<file path="src/hdl/usart_aux_pkg.sv">
// Purpose: Shared constants for the serial auxiliary configuration bank
// Assumes: Byte addresses on a 32-bit word port
// Notes:   Field positions, reset values and keys live only here
package usart_aux_pkg;

  // Register byte addresses
  localparam logic [31:0] BASE_ADDR       = 32'h40024000;
  localparam logic [31:0] MODE_ADDR       = 32'h40024004;
  localparam logic [31:0] BAUD_ADDR       = 32'h40024020;
  localparam logic [31:0] TIMEOUT_ADDR    = 32'h40024024;
  localparam logic [31:0] TIMEGUARD_ADDR  = 32'h40024028;
  localparam logic [31:0] RATIO_ADDR      = 32'h40024040;
  localparam logic [31:0] ERRCNT_ADDR     = 32'h40024044;
  localparam logic [31:0] IRFILT_ADDR     = 32'h4002404C;
  localparam logic [31:0] MANCH_ADDR      = 32'h40024050;
  localparam logic [31:0] WPMODE_ADDR     = 32'h400240E4;
  localparam logic [31:0] WPSTAT_ADDR     = 32'h400240E8;

  // Reset values
  localparam logic [10:0] RATIO_RESET     = 11'h174;
  localparam logic [7:0]  GUARD_RESET     = 8'h00;
  localparam logic [7:0]  IRFILT_RESET    = 8'h00;
  localparam logic [31:0] MANCH_RESET     = 32'h00000000;

  // Manchester field positions
  localparam int TX_PREAMBLE_LENGTH_LSB   = 0;
  localparam int TX_PREAMBLE_PATTERN_LSB   = 8;
  localparam int TX_MANCHESTER_POLARITY_BIT = 12;
  localparam int RX_PREAMBLE_LENGTH_LSB   = 16;
  localparam int RX_PREAMBLE_PATTERN_LSB   = 24;
  localparam int RX_MANCHESTER_POLARITY_BIT = 28;
  localparam int DRIFT_BIT   = 30;
  localparam logic [31:0] MANCH_MASK = 32'h530F_130F;

  // Write protection fields
  localparam int          WP_EN_BIT  = 0;
  localparam int          WP_KEY_LSB = 8;
  localparam logic [23:0] WP_KEY     = 24'h555341;
  localparam int          WP_SRC_LSB = 8;

  // Preamble patterns
  typedef enum logic [1:0] {
    PRE_ALL_ONE  = 2'h0,
    PRE_ALL_ZERO = 2'h1,
    PRE_ZERO_ONE = 2'h2,
    PRE_ONE_ZERO = 2'h3
  } preamble_t;

endpackage : usart_aux_pkg

</file>
<file path="src/hdl/usart_aux_regs.sv">
// Purpose: Auxiliary configuration, error count and write protection bank
// Assumes: Plain register port, read data in the cycle after the strobe
// Notes:   Mode, baud and timeout registers live outside; only guarded here
//
// Chosen here: the strobed register port.
`timescale 1ns/1ps
module usart_aux_regs (
  // Clock and reset
  input  wire logic        clk,
  input  wire logic        reset,
  input  wire logic        ce,
  // Register port
  input  wire logic [31:0] addr,
  input  wire logic [31:0] wdata,
  input  wire logic        wr,
  input  wire logic        rd,
  output logic [31:0]      rdata_q,
  // Transfer events
  input  wire logic        iso_mode,
  input  wire logic        oversample16,
  input  wire logic        sck_rise,
  input  wire logic        card_error,
  input  wire logic        char_done,
  input  wire logic        tx_pre_start,
  input  wire logic        rx_mid_valid,
  input  wire logic        rx_mid_rising,
  // Settings and status toward the transceiver
  output logic [7:0]       infrared_filter_q,
  output logic             ext_cfg_wr_allow_q,
  output logic             drift_enable_q,
  output logic             card_bit_tick_q,
  output logic             tx_hold_q,
  output logic             tx_pre_active_q,
  output logic             tx_pre_bit_q,
  output logic             tx_pre_first_half_q,
  output logic             rx_bit_q,
  output logic             rx_preamble_found_q
);
  logic [7:0]  guard_gap_bits_q;
  logic [10:0] card_clock_divisor_q;
  logic [7:0]  card_error_count_q;
  logic [31:0] manchester_q;
  logic        protect_enable_q;
  logic        protect_violation_flag_q;
  logic [15:0] protect_violation_source_q;
  logic [3:0]  tx_cnt_q;
  logic [3:0]  rx_cnt_q;
  logic        tick_w;
  logic        hold_w;
  logic        guarded;
  logic        wr_en;
  logic        rd_en;
  logic        violation;
  logic        wr_ok;
  logic        key_ok;
  logic        rx_dec;
  logic        rx_expect;
  logic        tx_pat;

  // Access qualification
  assign wr_en  = ce && wr;
  assign rd_en  = ce && rd;
  assign key_ok = wdata[31:usart_aux_pkg::WP_KEY_LSB] == usart_aux_pkg::WP_KEY;

  // Guarded address decode
  always_comb
  begin
    guarded = (addr == usart_aux_pkg::MODE_ADDR)      ||
              (addr == usart_aux_pkg::BAUD_ADDR)      ||
              (addr == usart_aux_pkg::TIMEOUT_ADDR)   ||
              (addr == usart_aux_pkg::TIMEGUARD_ADDR) ||
              (addr == usart_aux_pkg::RATIO_ADDR)     ||
              (addr == usart_aux_pkg::IRFILT_ADDR)    ||
              (addr == usart_aux_pkg::MANCH_ADDR);
  end

  assign violation = wr_en && guarded && protect_enable_q;
  assign wr_ok     = wr_en && !protect_enable_q;

  // Configuration registers
  // refused unchanged
  always_ff @(posedge clk or posedge reset)
  begin
    if (reset)
    begin
      guard_gap_bits_q     <= usart_aux_pkg::GUARD_RESET;
      card_clock_divisor_q <= usart_aux_pkg::RATIO_RESET;
      infrared_filter_q    <= usart_aux_pkg::IRFILT_RESET;
      manchester_q         <= usart_aux_pkg::MANCH_RESET;
    end
    else if (wr_ok)
    begin
      if (addr == usart_aux_pkg::TIMEGUARD_ADDR)
        guard_gap_bits_q <= wdata[7:0];
      if (addr == usart_aux_pkg::RATIO_ADDR)
        card_clock_divisor_q <= wdata[10:0];
      if (addr == usart_aux_pkg::IRFILT_ADDR)
        infrared_filter_q <= wdata[7:0];
      if (addr == usart_aux_pkg::MANCH_ADDR)
        manchester_q <= wdata & usart_aux_pkg::MANCH_MASK;
    end
  end

  // Permission level for outside registers
  always_ff @(posedge clk or posedge reset)
  begin
    if (reset)
      ext_cfg_wr_allow_q <= 1'b1;
    else if (ce)
      ext_cfg_wr_allow_q <= !protect_enable_q;
  end

  always_ff @(posedge clk or posedge reset)
  begin
    if (reset)
      protect_enable_q <= 1'b0;
    else if (wr_en && addr == usart_aux_pkg::WPMODE_ADDR && key_ok)
      protect_enable_q <= wdata[usart_aux_pkg::WP_EN_BIT];
  end

  // Violation status; a new violation beats the read clear
  // sticky flag
  always_ff @(posedge clk or posedge reset)
  begin
    if (reset)
    begin
      protect_violation_flag_q   <= 1'b0;
      protect_violation_source_q <= 16'h0000;
    end
    else if (violation)
    begin
      protect_violation_flag_q   <= 1'b1;
      protect_violation_source_q <= 16'(addr - usart_aux_pkg::BASE_ADDR);
    end
    else if (rd_en && addr == usart_aux_pkg::WPSTAT_ADDR)
    begin
      protect_violation_flag_q   <= 1'b0;
      protect_violation_source_q <= 16'h0000;
    end
  end

  // Error counter; an error in the read cycle counts as one
  // count errors
  always_ff @(posedge clk or posedge reset)
  begin
    if (reset)
      card_error_count_q <= 8'h00;
    else if (ce)
    begin
      if (rd && addr == usart_aux_pkg::ERRCNT_ADDR)
        card_error_count_q <= {7'h00, card_error};
      else if (card_error && card_error_count_q != 8'hFF)
        card_error_count_q <= card_error_count_q + 8'h01;
    end
  end

  // Read data, valid only in the cycle after the strobe
  // key reads zero
  always_ff @(posedge clk or posedge reset)
  begin
    if (reset)
      rdata_q <= 32'h00000000;
    else if (ce)
    begin
      rdata_q <= 32'h00000000;
      if (rd)
        unique case (addr)
          usart_aux_pkg::TIMEGUARD_ADDR: rdata_q <= {24'h000000, guard_gap_bits_q};
          usart_aux_pkg::RATIO_ADDR:     rdata_q <= {21'h00000, card_clock_divisor_q};
          usart_aux_pkg::ERRCNT_ADDR:    rdata_q <= {24'h000000, card_error_count_q};
          usart_aux_pkg::IRFILT_ADDR:    rdata_q <= {24'h000000, infrared_filter_q};
          usart_aux_pkg::MANCH_ADDR:     rdata_q <= manchester_q;
          usart_aux_pkg::WPMODE_ADDR:    rdata_q <= {31'h0000000, protect_enable_q};
          usart_aux_pkg::WPSTAT_ADDR:    rdata_q <= {8'h00, protect_violation_source_q,
                                                     7'h00, protect_violation_flag_q};
          default:                       rdata_q <= 32'h00000000;
        endcase
    end
  end

  // Smart-card bit clock
  card_clock_divider u_div (
    .clk      (clk),
    .reset    (reset),
    .ce       (ce),
    .enable   (iso_mode),
    .sck_rise (sck_rise),
    .divisor  (card_clock_divisor_q),
    .tick_q   (tick_w)
  );

  // Transmit timeguard
  guard_gap_timer u_gap (
    .clk       (clk),
    .reset     (reset),
    .ce        (ce),
    .char_done (char_done),
    .bit_tick  (tick_w),
    .gap_bits  (guard_gap_bits_q),
    .hold_q    (hold_w)
  );

  // Output registers for tick and hold
  always_ff @(posedge clk or posedge reset)
  begin
    if (reset)
    begin
      card_bit_tick_q <= 1'b0;
      tx_hold_q       <= 1'b0;
      drift_enable_q  <= 1'b0;
    end
    else if (ce)
    begin
      card_bit_tick_q <= tick_w;
      tx_hold_q       <= hold_w;
      drift_enable_q  <= manchester_q[usart_aux_pkg::DRIFT_BIT] && oversample16;
    end
  end

  // Pattern bit for preamble index
  function automatic logic pat_bit(input logic [1:0] pp, input logic [3:0] idx);
    unique case (pp)
      usart_aux_pkg::PRE_ALL_ONE:  pat_bit = 1'b1;
      usart_aux_pkg::PRE_ALL_ZERO: pat_bit = 1'b0;
      usart_aux_pkg::PRE_ZERO_ONE: pat_bit = idx[0];
      usart_aux_pkg::PRE_ONE_ZERO: pat_bit = !idx[0];
    endcase
  endfunction : pat_bit

  assign tx_pat = pat_bit(manchester_q[usart_aux_pkg::TX_PREAMBLE_PATTERN_LSB +: 2], tx_cnt_q);

  // Transmit preamble sequencer
  // tx length
  always_ff @(posedge clk or posedge reset)
  begin
    if (reset)
    begin
      tx_pre_active_q     <= 1'b0;
      tx_cnt_q            <= 4'h0;
      tx_pre_bit_q        <= 1'b0;
      tx_pre_first_half_q <= 1'b0;
    end
    else if (ce)
    begin
      if (tx_pre_start)
      begin
        tx_pre_active_q <= (manchester_q[usart_aux_pkg::TX_PREAMBLE_LENGTH_LSB +: 4] != 4'h0);
        tx_cnt_q        <= 4'h0;
      end
      else if (tx_pre_active_q && tick_w)
      begin
        tx_cnt_q <= tx_cnt_q + 4'h1;
        if (tx_cnt_q + 4'h1 == manchester_q[usart_aux_pkg::TX_PREAMBLE_LENGTH_LSB +: 4])
          tx_pre_active_q <= 1'b0;
      end
      tx_pre_bit_q        <= tx_pat;
      tx_pre_first_half_q <= tx_pat ^ manchester_q[usart_aux_pkg::TX_MANCHESTER_POLARITY_BIT];
    end
  end

  assign rx_dec    = !(rx_mid_rising ^ manchester_q[usart_aux_pkg::RX_MANCHESTER_POLARITY_BIT]);
  assign rx_expect = pat_bit(manchester_q[usart_aux_pkg::RX_PREAMBLE_PATTERN_LSB +: 2], rx_cnt_q);

  // Receive decode and preamble detection
  // rx length
  always_ff @(posedge clk or posedge reset)
  begin
    if (reset)
    begin
      rx_bit_q            <= 1'b0;
      rx_cnt_q            <= 4'h0;
      rx_preamble_found_q <= 1'b0;
    end
    else if (ce)
    begin
      rx_preamble_found_q <= 1'b0;
      if (rx_mid_valid)
      begin
        rx_bit_q <= rx_dec;
        if (manchester_q[usart_aux_pkg::RX_PREAMBLE_LENGTH_LSB +: 4] == 4'h0 || rx_dec != rx_expect)
          rx_cnt_q <= 4'h0;
        else if (rx_cnt_q + 4'h1 == manchester_q[usart_aux_pkg::RX_PREAMBLE_LENGTH_LSB +: 4])
        begin
          rx_cnt_q            <= 4'h0;
          rx_preamble_found_q <= 1'b1;
        end
        else
          rx_cnt_q <= rx_cnt_q + 4'h1;
      end
    end
  end
endmodule : usart_aux_regs

</file>
<file path="src/hdl/guard_gap_timer.sv">
// Purpose: Holds the transmit line idle for a set number of bit periods
// Assumes: bit_tick is a one-cycle pulse per bit period
// Notes:   A zero gap never raises the hold
`timescale 1ns/1ps
module guard_gap_timer (
  // Clock and reset
  input  wire logic       clk,
  input  wire logic       reset,
  input  wire logic       ce,
  // Timing events
  input  wire logic       char_done,
  input  wire logic       bit_tick,
  input  wire logic [7:0] gap_bits,
  // Hold output
  output logic            hold_q
);
  logic [7:0] left_q;

  always_ff @(posedge clk or posedge reset)
  begin
    if (reset)
    begin
      hold_q <= 1'b0;
      left_q <= 8'h00;
    end
    else if (ce)
    begin
      if (char_done)
      begin
        hold_q <= (gap_bits != 8'h00);
        left_q <= gap_bits;
      end
      else if (hold_q && bit_tick)
      begin
        left_q <= left_q - 8'h01;
        if (left_q == 8'h01)
          hold_q <= 1'b0;
      end
    end
  end

endmodule : guard_gap_timer

</file>
<file path="src/hdl/card_clock_divider.sv">
// Purpose: Divides serial clock pin edges down to the smart-card bit rate
// Assumes: sck_rise is a synchronous one-cycle pulse per pin rising edge
// Notes:   Divisor zero stops all ticks
`timescale 1ns/1ps
module card_clock_divider (
  // Clock and reset
  input  wire logic        clk,
  input  wire logic        reset,
  input  wire logic        ce,
  // Source and setting
  input  wire logic        enable,
  input  wire logic        sck_rise,
  input  wire logic [10:0] divisor,
  // Bit tick
  output logic             tick_q
);
  logic [10:0] cnt_q;

  always_ff @(posedge clk or posedge reset)
  begin
    if (reset)
    begin
      cnt_q  <= 11'h000;
      tick_q <= 1'b0;
    end
    else if (ce)
    begin
      tick_q <= 1'b0;
      if (!enable || divisor == 11'h000)
        cnt_q <= 11'h000;
      else if (sck_rise)
      begin
        if (cnt_q >= divisor - 11'h001)
        begin
          cnt_q  <= 11'h000;
          tick_q <= 1'b1;
        end
        else
          cnt_q <= cnt_q + 11'h001;
      end
    end
  end

endmodule : card_clock_divider

</file>
<file path="config.mk">
export PLATFORM = sky130hd
export DESIGN_NAME = usart_aux_regs
export DESIGN_NICKNAME = d
export VERILOG_FILES = /design/src/hdl/usart_aux_pkg.sv /design/src/hdl/usart_aux_regs.sv /design/src/hdl/guard_gap_timer.sv /design/src/hdl/card_clock_divider.sv
export SDC_FILE = /design/constraint.sdc
export NUM_CORES = 1
export LEC_CHECK = 0
export BUFFER_PORTS_ARGS = -buffer_cell sky130_fd_sc_hd__buf_4
export CORE_MARGIN = 8
export CORE_UTILIZATION = 51
export CTS_BUF_LIST = sky130_fd_sc_hd__clkbuf_16
export CTS_CLUSTER_DIAMETER = 150
export DETAILED_ROUTE_END_ITERATION = 10
export PLACE_DENSITY = 0.88
export SETUP_SLACK_MARGIN = 0.5
export SLEW_MARGIN = 20
export SYNTH_ARGS = -nofsm -noshare
export SYNTH_HDL_FRONTEND = slang
export SYNTH_SLANG_ARGS = --single-unit
</file>
<file path="constraint.sdc">
create_clock -name clk -period 4.3 [get_ports clk]
set_clock_uncertainty 0.15 [all_clocks]
set_input_delay 0.43 -clock clk [delete_from_list [all_inputs] [get_ports clk]]
set_output_delay 0.43 -clock clk [all_outputs]
set_load 0.02 [all_outputs]
</file>
# Word-level counts from Yosys, hierarchy flattened
# Cells that the tools add are included.
# classes
mux	31
bitwise	2
mul	0
n_lt_le_gt_ge	1
shift	0
addsub	7
n_div	0
reduce_logical	50
eq_ne	22
# ops
operator	count
equality test 32 x 31 -> 1 bit (second input constant)	10
case mux 31 bit (7 select lines)	1
two-way mux 11 bit	3
two-way mux 16 bit	2
two-way mux 8 bit	4
two-way mux 31 bit	1
equality test 24 x 23 -> 1 bit (second input constant)	1
AND reduction 2 bit	9
two-way mux 4 bit	4
subtractor 16 x 15 -> 16 bit (second input constant)	1
two-way mux 1 bit	14
nonzero test 2 bit	7
logical AND 1 bit	13
adder 11 x 1 -> 11 bit (second input constant)	1
>= comparator 11 bit	1
zero test 11 bit	1
subtractor 11 x 1 -> 11 bit (second input constant)	1
adder 4 x 1 -> 4 bit (second input constant)	2
adder 8 x 1 -> 8 bit (second input constant)	1
equality test 2 bit (second input constant)	4
equality test 4 bit	2
equality test 8 x 1 -> 1 bit (second input constant)	1
logical OR 1 bit	8
inequality test 8 bit (second input constant)	1
other kinds (11)	20
# word_totals
reg_bits	138
latchBits	0
rom_bits	0
output_inout_bits	49
ramBits	0
n_memories	0

# Longest topological paths before layout
# Gate-level depths: netlist of run 1.
# depth
depth_word	10
depth_mapped	12
mapped_depth_nobuf	12

# Cells and area by module
# Synthesis of run 1 repeated with hierarchy kept, for this count alone.
# unflattened
hier_cells	657
hier_area_um2	7389.6
# by_module_without_submodules
module	cells_per_inst	n_inst	seq_area_each_um2	area_per_inst_um2
usart_aux_regs	466	1	2835.2	5645.4
card_clock_divider	120	1	300.3	1137.3
guard_gap_timer	71	1	225.2	606.8

# Least setup slack after synthesis of run 1
# OpenSTA, ideal clock, no wires.
# synth_path
kind	reg-to-reg
start	register card_clock_divisor_q[0]
end	register u_div.cnt_q[10]
setup_ns	0.075
n_path_buf	0
t_arrival_ns	3.158
slack_ns	0.918
stages_incl_launch_ff	12
synth_period_minus_slack_ns	3.382
t_required_ns	4.075
cell_sequence	dfrtp_1 inv_1 ha_1 or3b_2 or2_2 xor2_1 ha_1 a21o_1 a21o_1 a221oi_1 a31oi_2 nor2_1
# synth_via
elab_chain_cells	5
word_cells_on_any_way	9
classes_between	1 x add/sub; 1 x order compare; 3 x mux; 4 x reduce/logical
# synth_rtl
element	line_no	rtl
start: declaration	usart_aux_regs.sv:40	logic [10:0] card_clock_divisor_q;
start signal: assignment	usart_aux_regs.sv:87	card_clock_divisor_q <= usart_aux_pkg::RATIO_RESET;
start signal: assignment	usart_aux_regs.sv:96	card_clock_divisor_q <= wdata[10:0];
subtractor 11 x 1 -> 11 bit	card_clock_divider.sv:33	if (cnt_q >= divisor - 11'h001)
>= comparator 11 bit	card_clock_divider.sv:33	
two-way mux 11 bit	card_clock_divider.sv:33	
two-way mux 11 bit	card_clock_divider.sv:31	else if (sck_rise)
two-way mux 11 bit	card_clock_divider.sv:29	if (!enable || divisor == 11'h000)
end signal: assignment	card_clock_divider.sv:39	cnt_q <= cnt_q + 11'h001;
end: declaration	card_clock_divider.sv:17	logic [10:0] cnt_q;
# Parallel ways exist; a longest one is shown, timed or not. The select of a mux whose other input is x is not followed.
# A chain may end at the register's enable or synchronous reset.

# Final worst setup path of run 1
# Ends and elaborated chain as after synthesis.

==> results.yml, run 1 <==
clock_tree:
  post_cts_resized: 0
  worstSkewPairLatency_ps: 420
  clk_path_buf_depth: 2
  tritoncts_num_sinks: 134
  cts_tree: "built"
  cts_hold_buffers: 0
  cts.htree.levels: 4
  cts-buffers-inserted: 17
  post_cts.repair.setup_buffers: 0
  clk_root_buffer_cell: "clkbuf_16"
  clkSlewWorstSetupHoldPaths_ps: 60
grt:
  maximum_number_of_pins_on_one_net_before_global_route_repair: 95
  grt_antenna_before_repair: 0
  grt_first_pass_wirelength_mm: 30.0
  grt_overflow: 0
  grt_pass1_vias: 5754
  tot_gr_track_use_pct: 21.2
floorplan:
  start_util_pct: 51.3
  floorplan.io_pins: 126
  dieHeight_um: 133
  die_footprint_um2: 17800
  coreArea_um2: 13700
  placementRows: 43
  chipWidth_um: 133
routing:
  vias_per_cell: 6.04
  detailroute.via_count: 5714
  number_of_nets_with_antenna_violations_after_routing: 0
  dr.pass1.iters: 6
  detail_route.wl_per_cell_um: 19.4
  drc: 0
  drt-total-wl_mm: 18.4
  drtIter0Drc: 582
sta:
  final_hold_viols: 0
  setup-tns-final_ps: 0
  worst_slew_pin_tran_ps: 875
  layout_worst_path_cycle_share_pct: 78.5
  timing.final.setup_violations: 0
  final_period_minus_worst_setup_slack_ps: 3380
  post-route-worst-setup-slack_ps: 924
  final-max-slew-violation-count: 0
  rsz0062_at_grt: "false"
  maxClockFrequency_ghz: 0.296
  max_slew_margin_pct: 41.5
finish:
  layout.filler_cells: 1072
  seqCellArea_um2: 3360
  syn2layout_area_growth_pct: 23.7
  fraction_of_final_layout_cells_with_drive_strength_greater_than_1_pct: 29.9
  finalCoreUtilization_pct: 63.5
  multiInputGateArea_um2: 3400
  ant_diodes: 0
  net_total_in_the_final_layout: 849
power:
  power.clock.fraction_pct: 47.8
  seqPwrFrac_pct: 43.1
  power_density_nw_per_um2: 365
  worst_ir_drop_vdd_mv: 0.281
  leakage_nw: 4.16
  share_comb_of_total_power_pct: 9.1
  cell_internal_pwr_mw: 2.40
  power_switching_share_pct: 24.3
  netSwitchingPower_uw: 767
place:
  dp_worst_setup_slack_ps: 949
  globalplace.congestion: 0.933
  port_buffers: 121
  dp_hpwl_mm: 13.3
yosys:
  yosysSeqAreaShare_pct: 47.9
  syn_area_per_cell_um2: 11.0
  yosys.cell_types.count: 66
  synth_async_sr_flop_share_pct: 100
  yosysWarnings: 0
  synth.cell_area_um2: 7010
  synthesis.instances: 636
  synth_common_cells: "dfrtp_1 (128), mux2_2 (38), o21ai_0 (38), nor2_1 (32)"
  synth.largest_area_cell: "dfrtp_1"
  synth.area.top_cells: "dfrtp_1 (46%), mux2_2 (6.1%), ha_1 (3.4%)"
  synth_enable_flop_cells: 0
  synth_top_area_share_pct: 45.7
  top_count_cell_post_synth: "dfrtp_1"
  ys_seq_elements: 134
  ys_dominant_reg_cell: "dfrtp_1"
critical_path:
  cp_data_arrival_time_ps: 3570
  crit_path_max_incr_delay_ps: 500
  crit_type: "reg2reg"
  timing.critical_path.slowest_stage_cell: "or3b_2"
  critPathCaptureType: "register"
  worstPathCellList: "inv_1 > ha_1 > or3b_2 > or2_2 > xor2_1 > ha_1 > a21o_1 > a21o_1 > a221oi_1 > buf_4 > a31oi_2 > nor2_1"
  cp_max_fo: 8
  worst_setup_path_start_kind: "register"
  required_ps: 4490
status:
  status: "finished, final reports clean"
hold_path:
  holdCritPathClass: "in2async"
job:
  maxCapViolations: 0
-- area by class of cell --
cell class / instances / area share, %
clock buffer: 17 / 4.91
clock inverter: 15 / 2.19
inverter: 28 / 1.26
multi-input combinational: 446 / 39.2
sequential: 134 / 38.8
tap: 180 / 2.60
timing repair buffer: 126 / 11.1
-- critical path: cells and delay by family (launching register included) --
| family | cells | cell delay [ps] |
|---|---|---|
| AOI/OAI and AO/OA | 4 | 780 |
| xor gates and xnor gates | 1 | 150 |
| adders and majority gates | 2 | 510 |
| buffers and inverters | 2 | 300 |
| DFF | 1 | 440 |
| and+or+nand+nor | 3 | 960 |
-- cells by family after synthesis --
kind of cell    Yosys count  synth area share, %
mux                      52                 8.28
other cells               1               0.0535
xor+xnor                 39                 5.46
compound gates          130                 13.8
fa+ha+maj                19                 3.39
buf+inv                  59                 3.75
flops                   134                 47.9
simple gates            202                 17.3
-- cells in the final DEF (no fill, tap or decap), types with 4 or more instances in the layout --
cell,Yosys,layout
dfrtp_1,128,128
buf_4,5,125
mux2_2,38,38
o21ai_0,38,38
nor2_1,32,32
inv_1,28,30
nand3_1,28,28
nand2_1,25,25
xnor2_1,21,21
ha_1,19,19
nor3_1,17,17
and3_1,17,17
clkbuf_16,0,17
nand4_1,16,16
a22o_1,16,16
xor2_1,15,15
o2bb2ai_1,12,12
a21oi_1,11,11
a22oi_1,11,11
mux2_1,10,10
nand2b_1,7,7
nor4b_1,6,6
a222oi_1,6,6
dfstp_2,6,6
nor4_2,4,5
nor4bb_1,5,5
nor4_1,6,5
a21o_1,5,5
and4_1,5,5
a221oi_1,5,5
o2bb2ai_2,5,5
clkinv_4,0,5
nor2_2,4,4
a31oi_1,4,4
a32o_1,4,4
mux2i_1,4,4
conb_1,1,4
bufinv_16,0,4
-- layer usage --
metal	share of wire [%]	vias up	wire length, um	global-route usage, %
li1	-	2596	-	-
met2	46	269	8490	32.1
met4	2.0	0	370	7.42
met5	0	-	0	0
met3	9.6	33	1770	7.19
met1	42	2816	7770	27.7
-- sequential cells by signal, summed over array words and instances, names as in the netlist, 4 cells and up --
name and count:
rdata_q 28, u_div.cnt_q 11, guard_gap_bits_q 8, tx_cnt_q 4, u_gap.left_q 8, rx_cnt_q 4
manchester_q 15, card_clock_divisor_q 11, infrared_filter_q 8, card_error_count_q 8, protect_violation_source_q 16
-- power groups by stage --
stage | combinational (mW) | sequential (mW) | clock [mW]
finish | 0.287 | 1.36 | 1.51
global route | 0.322 | 1.37 | 1.59
CTS | 0.287 | 1.36 | 1.53
detailed placement | 0.283 | 1.38 | 0
global placement | 0.276 | 1.38 | 0
floorplan | 0.174 | 1.37 | 0
-- per-stage QoR --
stage	power [mW]	cells	area (um2)	hold slack [ps]
final	3.16	946	8670	32.4
after global routing	3.28	946	8670	46.7
after CTS	3.18	946	8670	36.6
after detailed placement	1.67	914	8060	325
after global placement	1.66	914	8060	310
after floorplan	1.55	639	7020	287
-- path summary, 6_finish.rpt --
path / start / end / slack (ps) / depth (start not counted)
max reg2reg: card_clock_divisor_q[0]$_DFFE_PP0P_ / u_div.cnt_q[10]$_DFFE_PP0P_ / 920 / 12
min in group clk: tx_pre_start / tx_cnt_q[2]$_DFFE_PP0P_ / 50 / 2
min: reset / rdata_q[23]$_DFFE_PP0P_ / 30 / 2
max: card_clock_divisor_q[0]$_DFFE_PP0P_ / u_div.cnt_q[10]$_DFFE_PP0P_ / 920 / 12
max in group asynchronous: reset / card_clock_divisor_q[6]$_DFFE_PP1P_ / 3000 / 3
min reg2reg: u_gap.left_q[7]$_DFFE_PP0P_ / u_gap.left_q[7]$_DFFE_PP0P_ / 340 / 2
(Power assumes the default switching activity.)
==> run 2: changes to the inputs <==
clock period = 3.1 ns   (was 4.3 ns; I/O delays follow)
==> run 2 against run 1 <==
Against the previous run: the run now ends with setup timing left; critical path depth down 3; cell area is 4.5% higher; fmax grew 8.3%; utilization rose by 2.9 points; flip-flop and latch count stayed put; sequential share of layout area down 1.7 points; count of clock-buffer cells in the layout stayed put; setup slack got worse by 940 ps; register-to-register slack got worse by 940 ps; worst hold slack worse by 20 ps; routed wire length rose by 6.6%; sequential power up 39%; critical path type unchanged; critical endpoint is now u_div.cnt_q[3]$_DFFE_PP0P_; highest routed layer unchanged.
==> results.yml, run 2 (same netlist as run 1, synthesis figures left out) <==
hold_path:
  holdCritPathClass: "in2reg"
  hold_path_depth: 2
  worst_hold_path.endpoint: "infrared_filter_q[5]$_DFFE_PP0P_"
  hold_path_start: "wdata[5]"
floorplan:
  floorplan.io_pins: 126
  start_util_pct: 51.3
  coreArea_um2: 13700
  dieHeight_um: 133
  die_footprint_um2: 17800
  placementRows: 43
  chipWidth_um: 133
critical_path:
  timing.reg2reg.worst_path_depth: 9
  critPathBufInv: 0
  cp_data_arrival_time_ps: 3320
  cp_max_fo: 8
  r2r_start: "card_clock_divisor_q[5]$_DFFE_PP1P_"
  ff2ff_setup_slack_ps: -20
  crit_path_max_incr_delay_ps: 540
  timing.critical_path.mode_cell: "or4_4"
  critPathTopFamily: "simple AND/OR/NAND/NOR gates"
  required_ps: 3300
  worst_setup_path_start_kind: "register"
  critPathCaptureType: "register"
  timing.rr.end: "u_div.cnt_q[3]$_DFFE_PP0P_"
  timing.critical_path.slowest_stage_cell: "or4_4"
  worstPathCellList: "or4_4 > or4_4 > nor3_4 > xnor2_1 > ha_1 > and4_4 > a221oi_4 > a31oi_4 > nor2_1"
  crit_type: "reg2reg"
clock_tree:
  clk_root_buffer_cell: "clkbuf_16"
  clk_path_buf_depth: 2
  tritoncts_num_sinks: 134
  cts_tree: "built"
  cts.htree.levels: 4
  cts-buffers-inserted: 17
  worstSkewPairLatency_ps: 430
  clkSlewWorstSetupHoldPaths_ps: 60
sta:
  max_slew_margin_pct: 38.9
  layout_worst_path_cycle_share_pct: 101
  timing.final.setup_violations: 5
  final_hold_viols: 0
  final_period_minus_worst_setup_slack_ps: 3120
  worst_slew_pin_tran_ps: 915
  post-route-worst-setup-slack_ps: -16.2
  hold_ws_ps: 12.0
  maxClockFrequency_ghz: 0.321
  rsz0062_at_grt: "true"
  final-max-slew-violation-count: 0
power:
  worst_ir_drop_vdd_mv: 0.431
  power_density_nw_per_um2: 498
  leakage_nw: 4.32
grt:
  tot_gr_track_use_pct: 21.9
  grt_overflow: 0
  grt_antenna_before_repair: 0
  grt_pass1_vias: 6017
  grt_first_pass_wirelength_mm: 31.0
  maximum_number_of_pins_on_one_net_before_global_route_repair: 135
place:
  placed_cells_incl_taps: 927
  globalplace.congestion: 0.940
  port_buffers: 121
  dp_hpwl_mm: 13.6
finish:
  reg_top3: "rdata_q (28), protect_violation_source_q (16), manchester_q (15)"
  seqCellArea_um2: 3360
  top_register: "rdata_q"
  layout_commonest_cell: "buf_4"
  largest_register_ffs: 28
  most_frequent_cells_in_the_layout: "buf_4 (141), dfrtp_1 (128), mux2_2 (38)"
  net_total_in_the_final_layout: 884
  fraction_of_final_layout_cells_with_drive_strength_greater_than_1_pct: 32.0
  layout.filler_cells: 1021
  multiInputGateArea_um2: 3460
  ant_diodes: 0
  syn2layout_area_growth_pct: 29.3
  stdcell_count: 981
routing:
  detailroute.via_count: 5912
  drtIter0Drc: 464
  dr.pass1.iters: 6
  drc: 0
  vias_per_cell: 6.03
  drt-total-wl_mm: 19.6
  number_of_nets_with_antenna_violations_after_routing: 0
  detail_route.wl_per_cell_um: 20.0
status:
  failing_checks: "setup timing"
  status: "finished, violations left"
job:
  maxCapViolations: 0
==> run 2: changes by cell type in the layout (fill, tap and decap cells not counted), sizes merged <==
| cell | change |
|---|---|
| dlygate4sd3 | +18 |
| clkinv | -8 |
| inv | +7 |
| clkinvlp | +1 |
| buf | +17 |
==> run 2: layer usage <==
layer  GRT usage, %  up-vias  wire (um)
met2           35.6      320       9390
li1               -     2682          -
met5              0        -          0
met1           27.0     2863       7890
met3           6.81       47       1830
met4           7.99        0        508
==> run 2: timing repair <==
item / CTS / global route
hold buffers: 18 / 0
buffers inserted: 2 / 2
endpoints found under the hold margin: 95 / 0
pin swaps: 5 / 6
resized for setup: 5 / 2
endpoints found under the setup margin: 12 / 12
==> run 2: stage by stage <==
step	utilization (%)	instance area (um2)	setup TNS, ps	total power, mW	setup slack [ps]
floorplan	-	7060	0	2.14	119
CTS	66.1	9040	0	4.53	41.0
detailed placement	60.0	8190	-34.4	2.31	-18.6
finish	66.3	9060	-39.4	4.51	-16.2
global placement	60.0	8190	0	2.30	55.2
global route	66.3	9060	-1450	4.66	-147
==> run 2: how the worst max path moves through the flow <==
stage / depth (start not counted) / startpoint / slack, ps / end
after global routing: 9 / card_clock_divisor_q[5]$_DFFE_PP1P_ / -150 / u_div.cnt_q[8]$_DFFE_PP0P_
final: 9 / card_clock_divisor_q[5]$_DFFE_PP1P_ / -20 / u_div.cnt_q[3]$_DFFE_PP0P_
after CTS: 9 / card_clock_divisor_q[5]$_DFFE_PP1P_ / 40 / u_div.cnt_q[3]$_DFFE_PP0P_
after floorplan: 9 / card_clock_divisor_q[5]$_DFFE_PP1P_ / 120 / u_div.cnt_q[10]$_DFFE_PP0P_
after global placement: 10 / card_clock_divisor_q[5]$_DFFE_PP1P_ / 60 / u_div.cnt_q[10]$_DFFE_PP0P_
after detailed placement: 9 / card_clock_divisor_q[5]$_DFFE_PP1P_ / -20 / u_div.cnt_q[9]$_DFFE_PP0P_
==> run 2: cell type report <==
cell class	count	share of cell area [%]
multi-input cells	446	38.2
flip-flops and latches	134	37.1
repair buffers	161	14.0
clock buffers	17	4.69
well taps	180	2.49
clock inverters	15	2.35
inverters	28	1.20
==> run 2: power breakdown <==
part / switching, mW / total [mW] / internal [mW]
clock network: 0.830 / 2.20 / 1.37
registers: 0.0761 / 1.89 / 1.81
logic: 0.234 / 0.420 / 0.186
total: 1.14 / 4.51 / 3.37
==> run 3: changes to the inputs <==
ABC_AREA = 1   (was default)
PLACE_DENSITY = 0.87   (was 0.88)
==> run 3 against run 2 <==
Against the previous run: the flow finishes with violations (hold timing); combinational power up 1%; non-clock buffer count shrank 14; critical path depth is 10 higher; utilization decreased by 0.87 points; power fell by 6.0%; die area increased by 6.1%; cell area grew 4.6%; register-to-register slack improved by 340 ps; worst hold slack got worse by 12 ps; count of clock-buffer cells in the layout is the same; fmax rose by 12%; highest routed layer unchanged.
==> results.yml, run 3 <==
clock_tree:
  tritoncts_num_sinks: 134
  cts.htree.levels: 4
  clk_root_buffer_cell: "clkbuf_16"
  cts-buffers-inserted: 17
  clk_path_buf_depth: 2
  worstSkewPairLatency_ps: 430
  clkSlewWorstSetupHoldPaths_ps: 60
  cts_tree: "built"
sta:
  max_slew_margin_pct: 50.6
  timing.final.setup_violations: 0
  final_hold_viols: 1
  layout_worst_path_cycle_share_pct: 89.5
  hold_ws_ps: -0.146
  post-route-worst-setup-slack_ps: 325
  worst_slew_pin_tran_ps: 739
  maxClockFrequency_ghz: 0.360
  setup-tns-final_ps: 0
  final_period_minus_worst_setup_slack_ps: 2770
  rsz0062_at_grt: "true"
  final-max-slew-violation-count: 0
routing:
  number_of_nets_with_antenna_violations_after_routing: 0
  detailroute.via_count: 7190
  drc: 0
  vias_per_cell: 5.46
  detail_route.wl_per_cell_um: 16.1
  drtIter0Drc: 697
  dr.pass1.iters: 5
  drt-total-wl_mm: 21.2
place:
  dpl_cell_area_um2: 8640
  dp_hpwl_mm: 15.5
  globalplace.congestion: 0.917
  dp_worst_setup_slack_ps: 230
  port_buffers: 121
power:
  leakage_nw: 4.92
  worst_ir_drop_vdd_mv: 0.372
  overall_power_of_the_completed_layout_mw: 4.24
  power_density_nw_per_um2: 448
yosys:
  synth_common_cells: "nand2_1 (268), dfrtp_1 (128), inv_1 (111), nor2_1 (90), nand3_1 (85)"
  synth_async_sr_flop_share_pct: 100
  synth.largest_area_cell: "dfrtp_1"
  ys_seq_elements: 134
  ys_dominant_reg_cell: "dfrtp_1"
  synthesis.instances: 976
  syn_area_per_cell_um2: 7.68
  synth_enable_flop_cells: 0
  synth.cell_area_um2: 7500
  yosysSeqAreaShare_pct: 44.8
  top_count_cell_post_synth: "nand2_1"
  yosysWarnings: 0
  synth.area.top_cells: "dfrtp_1 (43%), nand2_1 (13%), nand3_1 (5.7%)"
  yosys.cell_types.count: 53
  synth_top_area_share_pct: 42.7
floorplan:
  floorplan.io_pins: 126
  die_footprint_um2: 18800
  chipWidth_um: 137
  dieHeight_um: 137
  start_util_pct: 51.8
  placementRows: 44
  coreArea_um2: 14500
critical_path:
  worstPathCellList: "nor2_4 > nand3_2 > nor3_4 > nand2_1 > nor2_1 > xor2_1 > inv_1 > ha_1 > nand2_4 > inv_4 > nand2_4 > nor3_2 > nand2_1 > nand2_1 > a21oi_2 > nand2_2 > nor2_1 > nand3_1 > nand2_1"
  cp_data_arrival_time_ps: 3000
  timing.critical_path.slowest_stage_cell: "dfrtp_1"
  critPathTopFamily: "simple AND/OR/NAND/NOR gates"
  critPathCaptureType: "register"
  crit_path_max_incr_delay_ps: 420
  crit_type: "reg2reg"
  r2r_start: "card_clock_divisor_q[1]$_DFFE_PP0P_"
  timing.rr.end: "u_div.cnt_q[6]$_DFFE_PP0P_"
  cp_max_fo: 7
  timing.critical_path.mode_cell: "nand2_1"
  timing.reg2reg.worst_path_depth: 19
  ff2ff_setup_slack_ps: 330
  required_ps: 3320
  critPathBufInv: 2
  worst_setup_path_start_kind: "register"
job:
  maxCapViolations: 0
grt:
  gr-usage-met3_pct: 6.86
  grt_first_pass_wirelength_mm: 34.3
  grt_antenna_before_repair: 0
  grt-busiest-layer: "met2"
  met1_layer_usage_reported_by_global_route_pct: 28.4
  maximum_number_of_pins_on_one_net_before_global_route_repair: 39
  grt_pass1_vias: 7117
  tot_gr_track_use_pct: 23.0
  grt_overflow: 0
  grt_util_met2_pct: 37.0
finish:
  most_frequent_cells_in_the_layout: "nand2_1 (264), buf_4 (136), dfrtp_1 (128)"
  layout_commonest_cell: "nand2_1"
  top_register: "rdata_q"
  fraction_of_final_layout_cells_with_drive_strength_greater_than_1_pct: 21.2
  ant_diodes: 0
  syn2layout_area_growth_pct: 26.3
  final_design_area_no_fill_um2: 9480
  net_total_in_the_final_layout: 1217
  largest_register_ffs: 28
  reg_top3: "rdata_q (28), protect_violation_source_q (16), manchester_q (15)"
hold_path:
  hold_path_depth: 3
  hold_path_start: "sck_rise"
  holdCritPathClass: "in2reg"
  worst_hold_path.endpoint: "u_div.tick_q$_DFFE_PP0P_"
status:
  status: "finished, violations left"
  failing_checks: "hold timing"
## run 3: cell types whose count changed in the layout (fill, tap and decap cells not counted), moves of 11 or more
cell | before | now
nand2_2 | 0 | 11
o21ai_1 | 2 | 54
inv_2 | 1 | 13
nand2_1 | 25 | 264
and3_1 | 17 | 1
o2bb2ai_1 | 12 | 0
mux2_2 | 38 | 0
nor2_1 | 31 | 89
nand3_1 | 27 | 83
inv_1 | 27 | 107
xnor2_1 | 21 | 8
a22o_1 | 16 | 0
## run 3: area by class of cell
type / instances / area, um2
timing repair buffer: 147 / 1140
multi-input combinational: 697 / 3690
clock buffer: 17 / 425
fill: 1140 / 5000
sequential: 134 / 3360
tap: 184 / 230
inverter: 124 / 487
clock inverter: 15 / 139
## run 3: repair_timing
item                                   4_1_cts  5_1_grt
hold buffers                                10        0
resized for setup                           13       14
setup buffers                                4        3
endpoints found under the hold margin       36        0
setup endpoints to repair                   12       12
pin swaps                                    5        5
## run 3: cell families after synthesis
logic type | count (synthesis) | share of synthesized area, %
AND/OR/NAND/NOR | 511 | 30.3
XOR/XNOR | 31 | 3.62
adder cells (fa/ha/maj) | 19 | 3.17
flip-flops | 134 | 44.8
AO/OA/AOI/OAI | 127 | 9.28
buffers and inverters | 148 | 8.02
multiplexers | 5 | 0.751
other | 1 | 0.0500
## run 3: stage by stage
| step | utilization [%] | instances |
|---|---|---|
| 2_1_floorplan | - | 979 |
| 3_3_place_gp | 59.7 | 1269 |
| 3_5_place_dp | 59.7 | 1269 |
| 4_1_cts | 64.7 | 1315 |
| 5_1_grt | 65.4 | 1318 |
| 6_report | 65.4 | 1318 |
## run 3: per-layer routing
metal  vias up  wire [um]  part of all wire [%]
met3        55       1770                   8.4
met5         -          0                     0
met2       299      10300                    49
li1       3431          -                     -
met1      3405       8600                    41
met4         0        526                   2.5
## run 3: worst max-delay path by stage
| stage | startpoint | endpoint | cells past startpoint |
|---|---|---|---|
| after floorplan | card_clock_divisor_q[0]$_DFFE_PP0P_ | u_div.cnt_q[0]$_DFFE_PP0P_ | 19 |
| after global placement | card_clock_divisor_q[0]$_DFFE_PP0P_ | u_div.cnt_q[1]$_DFFE_PP0P_ | 19 |
| after detailed placement | card_clock_divisor_q[0]$_DFFE_PP0P_ | u_div.cnt_q[2]$_DFFE_PP0P_ | 19 |
| after CTS | card_clock_divisor_q[0]$_DFFE_PP0P_ | u_div.cnt_q[6]$_DFFE_PP0P_ | 19 |
| after global routing | card_clock_divisor_q[1]$_DFFE_PP0P_ | u_div.cnt_q[6]$_DFFE_PP0P_ | 19 |
| final | card_clock_divisor_q[1]$_DFFE_PP0P_ | u_div.cnt_q[6]$_DFFE_PP0P_ | 19 |
## run 3: worst reg2reg max path: stages (launching register included)
cell	delay, ps
dfrtp_1	420
nor2_4	110
nand3_2	130
nor3_4	170
nand2_1	70
nor2_1	110
xor2_1	160
inv_1	80
ha_1	330
nand2_4	100
inv_4	50
nand2_4	70
nor3_2	50
nand2_1	70
nand2_1	60
a21oi_2	170
nand2_2	130
nor2_1	130
nand3_1	80
nand2_1	70
## run 3: where the power goes
group | switching [mW] | internal (mW) | total, mW
Clock | 0.773 | 1.17 | 1.94
Combinational | 0.251 | 0.173 | 0.424
Sequential | 0.0652 | 1.81 | 1.87
Total | 1.09 | 3.15 | 4.24
